File: config.mk
export PLATFORM = sky130hd
export DESIGN_NAME = tbu_unpack
export DESIGN_NICKNAME = d
export VERILOG_FILES = /design/src/hdl/tbu_pkg.sv /design/src/hdl/tbu_unpack.sv
export SDC_FILE = /design/constraint.sdc
export NUM_CORES = 1
export LEC_CHECK = 0
export BUFFER_PORTS_ARGS = -buffer_cell sky130_fd_sc_hd__buf_2
export CAP_MARGIN = 20
export CORE_MARGIN = 5
export CORE_UTILIZATION = 50
export DETAILED_ROUTE_END_ITERATION = 16
export GPL_ROUTABILITY_DRIVEN = 0
export GPL_TIMING_DRIVEN = 1
export PLACE_DENSITY = 0.74
export SYNTH_ARGS = -nofsm -noshare
export SYNTH_HDL_FRONTEND = slang
export SYNTH_SLANG_ARGS = --single-unit
File: constraint.sdc
create_clock -name mclk -period 9.8 [get_ports mclk]
set_input_delay 1.96 -clock mclk [delete_from_list [all_inputs] [get_ports mclk]]
set_output_delay 1.96 -clock mclk [all_outputs]
set_load 0.005 [all_outputs]
File: src/hdl/tbu_pkg.sv
// constants, carriers and state codes of the tx buffer unpacker
//==========================================================
// Notes on behaviour
// - data starts third word, after two commands
// - offset low bits pick first byte lane
// - offset bits 5:2 skip whole words
// - contiguous data, unused tail bytes withheld
// - end alignment 4/16/32, filler dropped
// - any alignment, first/last any length
// - one status word per transmitted packet
// - full status fifo suspends transmission
// - discard mode keeps running, holds count zero
// - discard mode overrun raises no error
// - status 31:16 carries packet tag
// - bit 15 ORs bits 11,10,9,8,2,1
// - bits 11/10 loss of and no carrier
// - bit 9 late collision
// - bit 8 sixteen collisions abort
// - bits 6:3 collision count
// - bit 2 excessive deferral, bit 0 deferred
// - store command A always, B on first
// - drop whole pad words, keep partial words
// - length mismatch sets transmitter error
package tbu_pkg;
   //==========================================================
   // register map
   localparam int          ADDR_W        = 12;
   localparam logic [11:0] OFS_TX_DATA   = 12'h000;
   localparam logic [11:0] OFS_TX_STATUS = 12'h004;
   localparam logic [11:0] OFS_TX_CONFIG = 12'h008;
   localparam logic [11:0] OFS_TX_INFO   = 12'h00c;
   localparam int          CFG_SAO_BIT   = 0;
   localparam int          INFO_USED_LO  = 0;
   localparam int          INFO_ERR_BIT  = 8;
   localparam int          INFO_DFC_LO   = 16;
   localparam logic        RST_SAO       = 1'b0;
   //==========================================================
   // command word fields
   localparam int          CA_ALIGN_LO = 24;
   localparam int          CA_OFF_LO   = 16;
   localparam int          CA_FST_BIT  = 13;
   localparam int          CA_LS_BIT   = 12;
   localparam int          CA_SIZE_LO  = 0;
   localparam int          CB_TAG_LO   = 16;
   localparam int          CB_LEN_LO   = 0;
   localparam logic [1:0]  ALIGN_16    = 2'b01;
   localparam logic [1:0]  ALIGN_32    = 2'b10;
   localparam logic [12:0] AMASK_4     = 13'h0003;
   localparam logic [12:0] AMASK_16    = 13'h000f;
   localparam logic [12:0] AMASK_32    = 13'h001f;
   //==========================================================
   // status word fields
   localparam int ST_TAG_LO = 16;
   localparam int ST_SUM    = 15;
   localparam int ST_LOC    = 11;
   localparam int ST_NOC    = 10;
   localparam int ST_LATE   = 9;
   localparam int ST_EXC    = 8;
   localparam int ST_CC_LO  = 3;
   localparam int ST_EXDEF  = 2;
   localparam int ST_RSV1   = 1;
   localparam int ST_DEF    = 0;
   //==========================================================
   // fifo sizes
   localparam int         DF_AW    = 4;
   localparam logic [4:0] DF_DEPTH = 5'h10;
   localparam int         SF_AW    = 2;
   localparam logic [2:0] SF_DEPTH = 3'h4;
   //==========================================================
   // carriers
   typedef struct packed {
      logic [31:0] data;
      logic [3:0]  be;
   } tbu_word_t;
   typedef struct packed {
      logic [15:0] tag;
      logic        loss_carrier;
      logic        no_carrier;
      logic        late_col;
      logic        exc_col;
      logic [3:0]  col_cnt;
      logic        exc_defer;
      logic        deferred;
   } tbu_stat_t;
   typedef enum logic [1:0] {
      U_CMDA = 2'b00,
      U_CMDB = 2'b01,
      U_DATA = 2'b10
   } tbu_ustate_t;
endpackage : tbu_pkg

File: src/hdl/tbu_unpack.sv
// tx buffer unpacker, data fifo, status fifo and apb registers
module tbu_unpack
   import tbu_pkg::*;
(
   input  wire logic              mclk,
   input  wire logic              rst_n,
   input  wire logic [ADDR_W-1:0] paddr,
   input  wire logic              psel,
   input  wire logic              penable,
   input  wire logic              pwrite,
   input  wire logic [31:0]       pwdata,
   output logic [31:0]            prdata,
   output logic                   pready,
   output logic                   pslverr,
   output logic                   out_valid,
   output tbu_word_t              out_word,
   input  wire logic              out_ready,
   input  wire logic              stat_valid,
   input  wire tbu_stat_t         stat_in,
   output logic                   stat_ready,
   output logic                   transmitter_error_flag
);
   //==========================================================
   // state
   typedef struct packed {
      tbu_ustate_t                     ust;
      logic [31:0]                     cmd_a;
      logic [31:0]                     cmd_b0;
      logic [11:0]                     len_sum;
      logic [10:0]                     widx;
      logic [10:0]                     tot_w;
      logic [3:0]                      skip;
      logic [10:0]                     last_w;
      logic                            has_data;
      logic [3:0]                      lo_mask;
      logic [3:0]                      hi_mask;
      logic [15:0][35:0]               df_mem;
      logic [DF_AW-1:0]                df_wp;
      logic [DF_AW-1:0]                df_rp;
      logic [4:0]                      df_cnt;
      logic                            out_vld;
      tbu_word_t                       out_w;
      logic [3:0][31:0]                sf_mem;
      logic [SF_AW-1:0]                sf_wp;
      logic [SF_AW-1:0]                sf_rp;
      logic [2:0]                      sf_cnt;
      logic                            ovr;
      logic                            sao;
      logic                            err_flag;
      logic                            pready;
      logic                            pslverr;
      logic [31:0]                     prdata;
      logic                            stat_rdy;
   } tbu_state_t;

   tbu_state_t s_r;
   tbu_state_t s_nxt;

   //==========================================================
   // address decode
   function automatic logic [2:0] reg_sel(input logic [ADDR_W-1:0] a);
      unique case (a)
         OFS_TX_DATA:   reg_sel = 3'h0;
         OFS_TX_STATUS: reg_sel = 3'h1;
         OFS_TX_CONFIG: reg_sel = 3'h2;
         OFS_TX_INFO:   reg_sel = 3'h3;
         default:       reg_sel = 3'h4;
      endcase
   endfunction : reg_sel

   logic        df_push;
   tbu_word_t   df_in;
   logic        df_pop;
   logic        sf_push;
   logic        sf_pop;
   logic [31:0] sword;
   logic [2:0]  sel;
   logic        keep;
   logic        end_buf;
   logic        set_err;
   logic        clr_err;
   logic [11:0] len_new;
   logic [12:0] span;
   logic [12:0] amask;
   logic [12:0] padded;
   logic [12:0] last_b;
   logic [5:0]  off;
   logic [10:0] size;

   //==========================================================
   // next state
   always_comb begin
      s_nxt   = s_r;
      df_push = 1'b0;
      df_in   = '0;
      df_pop  = 1'b0;
      sf_push = 1'b0;
      sf_pop  = 1'b0;
      keep    = 1'b0;
      end_buf = 1'b0;
      set_err = 1'b0;
      clr_err = 1'b0;
      len_new = 12'h000;
      sel     = reg_sel(paddr);
      off     = pwdata[CA_OFF_LO+5:CA_OFF_LO];
      size    = pwdata[CA_SIZE_LO+10:CA_SIZE_LO];
      span    = {7'h00, off} + {2'h0, size};
      unique case (pwdata[CA_ALIGN_LO+1:CA_ALIGN_LO])
         ALIGN_16: amask = AMASK_16;
         ALIGN_32: amask = AMASK_32;
         default:  amask = AMASK_4;
      endcase
      padded  = (span + amask) & ~amask;
      last_b  = span - 13'h0001;

      // status word: tag, summary and fields, reserved bits zero
      sword                         = '0;
      sword[ST_TAG_LO+15:ST_TAG_LO] = stat_in.tag;
      sword[ST_LOC]                 = stat_in.loss_carrier;
      sword[ST_NOC]                 = stat_in.no_carrier;
      sword[ST_LATE]                = stat_in.late_col;
      sword[ST_EXC]                 = stat_in.exc_col;
      sword[ST_CC_LO+3:ST_CC_LO]    = stat_in.col_cnt;
      sword[ST_EXDEF]               = stat_in.exc_defer;
      sword[ST_DEF]                 = stat_in.deferred;
      sword[ST_SUM] = sword[ST_LOC] | sword[ST_NOC] | sword[ST_LATE] | sword[ST_EXC]
                   | sword[ST_EXDEF] | sword[ST_RSV1];

      //==========================================================
      // apb: first access cycle prepares the answer, effects at the pready edge
      if (psel && penable && !s_r.pready) begin
         s_nxt.prdata  = 32'h0000_0000;
         s_nxt.pslverr = 1'b0;
         s_nxt.pready  = 1'b1;
         unique case (sel)
            3'h0: begin
               // data fifo full stalls the host write
               if (pwrite && s_r.df_cnt == DF_DEPTH) begin
                  s_nxt.pready = 1'b0;
               end
            end
            3'h1: begin
               if (s_r.sf_cnt != 3'h0) begin
                  s_nxt.prdata = s_r.sf_mem[s_r.sf_rp];
               end
            end
            3'h2: s_nxt.prdata[CFG_SAO_BIT] = s_r.sao;
            3'h3: begin
               s_nxt.prdata[INFO_USED_LO+2:INFO_USED_LO] = s_r.ovr ? 3'h0 : s_r.sf_cnt;
               s_nxt.prdata[INFO_ERR_BIT]                = s_r.err_flag;
               s_nxt.prdata[INFO_DFC_LO+4:INFO_DFC_LO]   = s_r.df_cnt;
            end
            default: s_nxt.pslverr = 1'b1;
         endcase
      end
      if (psel && penable && s_r.pready) begin
         s_nxt.pready  = 1'b0;
         s_nxt.pslverr = 1'b0;
         if (pwrite && sel == 3'h2) begin
            s_nxt.sao = pwdata[CFG_SAO_BIT];
         end
         if (pwrite && sel == 3'h3) begin
            clr_err = pwdata[INFO_ERR_BIT];
         end
         if (!pwrite && sel == 3'h1 && s_r.sf_cnt != 3'h0) begin
            sf_pop    = 1'b1;
            s_nxt.ovr = 1'b0;
         end
         //==========================================================
         // buffer unpacker
         if (pwrite && sel == 3'h0) begin
            unique case (s_r.ust)
               U_CMDA: begin
                  s_nxt.cmd_a    = pwdata;
                  df_push        = 1'b1;
                  df_in          = '{data: pwdata, be: 4'hf};
                  s_nxt.tot_w    = padded[12:2];
                  s_nxt.skip     = off[5:2];
                  s_nxt.last_w   = last_b[12:2];
                  s_nxt.has_data = size != 11'h000;
                  s_nxt.lo_mask  = 4'hf << off[1:0];
                  s_nxt.hi_mask  = 4'hf >> (2'h3 - last_b[1:0]);
                  s_nxt.ust      = U_CMDB;
               end
               U_CMDB: begin
                  if (s_r.cmd_a[CA_FST_BIT]) begin
                     df_push      = 1'b1;
                     df_in        = '{data: pwdata, be: 4'hf};
                     s_nxt.cmd_b0 = pwdata;
                     len_new      = {1'b0, s_r.cmd_a[CA_SIZE_LO+10:CA_SIZE_LO]};
                  end else begin
                     if (pwdata != s_r.cmd_b0) begin
                        set_err = 1'b1;
                     end
                     len_new = s_r.len_sum + {1'b0, s_r.cmd_a[CA_SIZE_LO+10:CA_SIZE_LO]};
                  end
                  s_nxt.len_sum = len_new;
                  s_nxt.widx    = 11'h000;
                  if (s_r.tot_w == 11'h000) begin
                     end_buf = 1'b1;
                  end else begin
                     s_nxt.ust = U_DATA;
                  end
               end
               U_DATA: begin
                  // whole offset and filler words fall outside skip..last
                  keep = s_r.has_data && s_r.widx >= {7'h00, s_r.skip}
                       && s_r.widx <= s_r.last_w;
                  if (keep) begin
                     df_push    = 1'b1;
                     df_in.data = pwdata;
                     df_in.be   = (s_r.widx == {7'h00, s_r.skip} ? s_r.lo_mask : 4'hf)
                                & (s_r.widx == s_r.last_w ? s_r.hi_mask : 4'hf);
                  end
                  s_nxt.widx = s_r.widx + 11'h001;
                  if (s_r.widx == s_r.tot_w - 11'h001) begin
                     end_buf = 1'b1;
                  end
               end
               default: s_nxt.ust = U_CMDA;
            endcase
            if (end_buf) begin
               s_nxt.ust = U_CMDA;
               if (s_r.cmd_a[CA_LS_BIT]
                   && s_nxt.len_sum != {1'b0, s_nxt.cmd_b0[CB_LEN_LO+10:CB_LEN_LO]}) begin
                  set_err = 1'b1;
               end
            end
         end
      end

      //==========================================================
      // data fifo and registered output stage
      if (!s_r.out_vld || out_ready) begin
         if (s_r.df_cnt != 5'h00) begin
            df_pop          = 1'b1;
            s_nxt.out_vld   = 1'b1;
            s_nxt.out_w     = s_r.df_mem[s_r.df_rp];
            s_nxt.df_rp     = s_r.df_rp + 4'h1;
         end else begin
            s_nxt.out_vld   = 1'b0;
         end
      end
      if (df_push) begin
         s_nxt.df_mem[s_r.df_wp] = df_in;
         s_nxt.df_wp             = s_r.df_wp + 4'h1;
      end
      if (df_push && !df_pop) begin
         s_nxt.df_cnt = s_r.df_cnt + 5'h01;
      end else if (df_pop && !df_push) begin
         s_nxt.df_cnt = s_r.df_cnt - 5'h01;
      end

      //==========================================================
      // status fifo
      if (stat_valid && s_r.stat_rdy) begin
         if (s_r.sf_cnt == SF_DEPTH || s_r.ovr) begin
            s_nxt.ovr = s_r.sao ? 1'b1 : s_r.ovr;
            if (!s_r.sao) begin
               set_err = 1'b1;
            end
         end else begin
            sf_push = 1'b1;
         end
      end else if (stat_valid && !s_r.sao && s_r.sf_cnt == SF_DEPTH) begin
         set_err = 1'b1;
      end
      if (sf_push) begin
         s_nxt.sf_mem[s_r.sf_wp] = sword;
         s_nxt.sf_wp             = s_r.sf_wp + 2'h1;
      end
      if (sf_pop) begin
         s_nxt.sf_rp = s_r.sf_rp + 2'h1;
      end
      if (sf_push && !sf_pop) begin
         s_nxt.sf_cnt = s_r.sf_cnt + 3'h1;
      end else if (sf_pop && !sf_push) begin
         s_nxt.sf_cnt = s_r.sf_cnt - 3'h1;
      end
      // full fifo without discard holds the engine off
      s_nxt.stat_rdy = s_nxt.sao || (s_nxt.sf_cnt < SF_DEPTH);

      // set wins over a same-cycle clear
      if (set_err) begin
         s_nxt.err_flag = 1'b1;
      end else if (clr_err) begin
         s_nxt.err_flag = 1'b0;
      end
   end

   //==========================================================
   // registers
   always_ff @(posedge mclk or negedge rst_n) begin
      if (!rst_n) begin
         s_r       <= '0;
         s_r.ust   <= U_CMDA;
         s_r.sao   <= RST_SAO;
      end else begin
         s_r <= s_nxt;
      end
   end

   //==========================================================
   // outputs
   assign prdata                 = s_r.prdata;
   assign pready                 = s_r.pready;
   assign pslverr                = s_r.pslverr;
   assign out_valid              = s_r.out_vld;
   assign out_word               = s_r.out_w;
   assign stat_ready             = s_r.stat_rdy;
   assign transmitter_error_flag = s_r.err_flag;
endmodule : tbu_unpack

Yosys cells after proc, flatten, opt, wreduce, memory -nomap -nowiden:

Index checks and enable logic that the tools add are counted.

* add/sub/neg operators: 15
* order comparisons: 9
* equality and inequality tests: 22
* shifts and indexed selects: 2
* multiplexer cells: 83
* bitwise logic cells: 7
* reductions and logical operators: 50

Operator list (number)
* $bwmux 576: 1
* $mux 36: 6
* $bmux 36 s4: 1
* $demux 36 s4: 1
* $mux 44: 3
* $bwmux 128: 1
* $mux 32: 4
* $pmux 36 s3: 1
* $bmux 32 s2: 1
* $demux 32 s2: 1
* $mux 1: 37
* $mux 34: 1
* $ne 32x32->1: 1
* $eq 12x4->1 const B: 2
* $eq 11x11->1: 2
* $pmux 11 s2: 1
* $logic_and 1x1->1: 21
* $pmux 5 s2: 2
* $mux 5: 3
* $add 12x13->13: 1
* $and 13x13->13: 1
* $not 13->13: 1
* $sub 12x1->13 const B: 1
* $add 12x11->12: 1
* other kinds (58): 93

* flip-flop bits (word level): 905
* input port bits: 77
* output and inout port bits: 73
* word-level logic and storage cells: 236

Longest topological paths before layout:

* depth after elaboration: 16
* depth in mapped cells: 20
* depth with buffers taken out: 18

Worst setup path after synthesis:

Ideal clock, no wire load.

* kind: input port to flip-flop
* from: input paddr[7]
* to: register s_r[214] (netlist name)
* setup time: 123 ps
* arrival: 4877 ps
* data required time: 9677 ps
* slack: 4800 ps
* stages on the path: 15
* buffers on the path: 2
* cell sequence: or4_4 nor4_4 nor3b_2 buf_4 buf_12 nand2_1 inv_1 ha_1 inv_1 fa_1 a21o_1 a21oi_1 xnor2_1 nor2_1 xnor2_1

* word-level cells in the longest chain between the ends: 9
* elaborated cells on any way between the ends: 14
* those cells by class: 3 x eq/ne; 4 x mux; 7 x reduce/logical

Ends and longest elaborated chain
* from (decl): line tbu_unpack.sv:7 `input wire logic [ADDR_W-1:0] paddr,`
* $eq 12x4->1 (tied with other cells): line tbu_unpack.sv:62 `unique case (a)`
* $pmux 3 s4 *: line tbu_unpack.sv:62
* $logic_not 3->1 *: line tbu_unpack.sv:171 `if (pwrite && sel == 3'h0) begin`
* $logic_and 1x1->1 *: line tbu_unpack.sv:171
* $mux 1 *: line tbu_unpack.sv:171
* $mux 1 *: line tbu_unpack.sv:156 `if (psel && penable && s_r.pready) begin`
* via df_push: line tbu_unpack.sv:71 `logic df_push;`
* $logic_not 1->1: line tbu_unpack.sv:250 `end else if (df_pop && !df_push) begin`
* $logic_and 1x1->1: line tbu_unpack.sv:250
* $reduce_bool 2->1 (no line)
* to (signal assigned): line tbu_unpack.sv:299 `s_r <= s_nxt;`
* to (decl): line tbu_unpack.sv:56 `tbu_state_t s_r;`

Mark *: on every way through the listed nets, which the timed path passes. The rest lies on a longest branch.
A chain may end at the register's enable or synchronous reset.

Final worst setup path:

Same ends and word-level chain as after synthesis.

==> qor.yml <==
sta:
  setup_violations: 0
  slew_viol_final: 0
  relSlewSlack_pct: 25.5
  finalSetupTns_ns: 0
  final_hold_viol_count: 0
  worstMarginPinSlew_ns: 1.12
  max_freq_mhz: 206
  fin_crit_ns: 4.86
  rsz0062_at_grt: "no"
  post-route-period-util_pct: 49.6
  holdWs_ns: 0.472
  fin_skew_ns: 0.0339
synth:
  ys_ff_latch: 879
  synth_warnings: 0
  syn_avg_cell_area_um2: 14.2
  syn-cell-area_um2: 43400
  ys_seq_area_share_pct: 50.7
  synth-edff-count: 0
  ys_async_sr_fraction_pct: 100
  ys.flop_type: "dfrtp_1"
  synth_cell_type_count: 82
  syn_inst: 3050
pwr:
  power_leakage_uw: 0.0240
  ir_drop_mv: 0.196
  power.total_uw: 8580
  power_density_nw_per_um2: 179
clock_network:
  clockBufferDepth: 3
  htreeDepth: 3
  insertion_delay_ns: 0.67
  cts_tree: "done"
  cts-root-buf: "clkbuf_16"
  clk_pin_slew_ns: 0.06
  postCtsSetupRepairBufs: 0
  cts_buffers: 95
  cts-resized-gates: 0
  numClockSinks: 879
  cts_hold_buf: 0
route:
  wl_met1_mm: 44.4
  drt_iter0_markers: 1751
  viasPerCell: 5.86
  dr_wl_met3_mm: 4.91
  wl_met2_mm: 49.1
  wirelength_mm: 101
  dr.pass1.iters: 5
  maxUsedRoutingLayer: "met5"
  post_drt_wl_per_cell_um: 23.6
  vias: 25100
  drtAntennaViolNets: 0
  drc_errors: 0
setup_path:
  arrival_ns: 5.42
  critPathLaunchType: "input pin"
  required_ns: 10.36
  cp_max_fo: 20
  crit_path_end_kind: "flop"
  critPathKind: "input pin to flop"
grt:
  antenna_found_initial: 7
  grt_pass1_wl_mm: 159
  grtUsageTotal_pct: 21.7
  overflow: 0
  grt_pass1_vias: 26500
  grt_max_degree: 186
place:
  dpl.cell_count: 4099
  io_buffers: 145
  dp_hpwl_mm: 59.5
die:
  pin_count: 150
  start_util_pct: 50.1
  die_h_um: 304
  core-area_um2: 86500
  die_area_um2: 92700
  die_w_um: 304
  rows: 108
status:
  outcome: "finished, final reports clean"
finish:
  fin_nets: 3187
  final_common_cell: "dfrtp_1"
  area_growth_pct: 10.2
  drive_gt1_share_pct: 42.8
  fin_cells: 4282
  final_cell_mix: "dfrtp_1, mux2_2, mux2_4"
  fin_util_pct: 55.3
job:
  max_cap_violations: 0
hold_path:
  hp-class: "flop to flop"
## through the flow
step | instance area, um2 | setup slack [ns]
6_report | 47800 | 4.94
5_1_grt | 47800 | 4.76
4_1_cts | 47700 | 4.98
3_5_place_dp | 44400 | 4.27
3_3_place_gp | 44400 | 4.34
2_1_floorplan | 43400 | 4.80
## power breakdown
group | internal (uW) | total, uW | switching [uW]
logic | 410 | 1040 | 634
clock network | 2240 | 3770 | 1520
registers | 3660 | 3760 | 103
## metal layers
| metal | up-vias | global-route usage (%) |
|---|---|---|
| met5 | - | 0 |
| met4 | 4 | 5.95 |
| met3 | 152 | 3.65 |
| met2 | 581 | 35.7 |
| met1 | 13300 | 30.3 |
| li1 | 11000 | - |
## sequential cells by signal, indices dropped and copies added, names as in the netlist
signal	cells
prdata	28
s_r	810
out_word	36
out_valid	1
stat_ready	1
pslverr	1
pready	1
transmitter_error_flag	1
## final timing paths
path                             from         end  slack, ns  cells after the start
max                          paddr[7]    s_r[214]       4.94                     15
min                        prdata[31]  prdata[31]       0.47                      2
max reg2reg                  s_r[835]    s_r[214]       5.47                     17
min reg2reg                prdata[31]  prdata[31]       0.47                      2
max in group asynchronous       rst_n    s_r[364]       6.50                      3
min in group asynchronous       rst_n    s_r[137]       1.23                      1
## cell families after synthesis
group,Yosys count,share of synthesized area (%)
mux,967,32.1
flops,879,50.7
simple gates,423,5.17
buf+inv,353,4.17
compound gates,254,3.67
xor+xnor,107,2.19
fa+ha+maj,66,1.96
other cells,1,0.00865
## cell type report
| class | count | area, um2 |
|---|---|---|
| repair buffers | 187 | 1110 |
| clock buffers | 134 | 2720 |
| diodes | 6 | 15.0 |
| clock inverters | 40 | 592 |
| fillers | 6891 | 38700 |
| well taps | 1155 | 1450 |
| inverters | 60 | 226 |
| multi-input cells | 1821 | 19700 |
| flip-flops and latches | 879 | 22000 |
## critical path, cell delays in order
cell and delay, ns:
buf_2 0.10, or4_4 0.53, nor4_4 0.43, nor3b_4 0.26, buf_4 0.43, nand2_1 0.20, inv_1 0.10, ha_1 0.18
inv_1 0.11, fa_1 0.43, a21o_1 0.19, a21oi_1 0.17, xnor2_1 0.13, nor2_1 0.06, xnor2_1 0.12
## Yosys cell counts, drive strengths merged (3+ instances only)
cell,n,area (um2)
nor4,17,128
nor2b,13,81.3
clkbuf,136,510
a211oi,9,67.6
o31ai,11,82.6
or2,5,31.3
and4,4,35.0
a31o,3,26.3
a2111oi,5,43.8
a22oi,7,52.6
o221ai,8,70.1
dfrtp,879,22000
inv,60,225
nor4b,3,32.5
and3,10,62.6
nand4,27,330
or4,7,56.3
nor2,44,165
xor2,59,517
xnor2,47,412
a21o,16,120
a31oi,9,56.3
nand2b,9,56.3
mux2i,19,190
a311oi,3,26.3
nor3b,6,50.1
ha,63,788
o211ai,3,22.5
o21ai,104,520
nand2,208,781
and2,6,37.5
fa,3,60.1
or3,9,56.3
a21oi,43,215
o22ai,5,31.3
mux2,747,9200
nand3b,3,26.3
o21a,6,45.0
nand3,24,120
mux4,201,4530
nor3,20,115
buf,157,1070
Note: power is estimated with default switching activity, not from simulation.
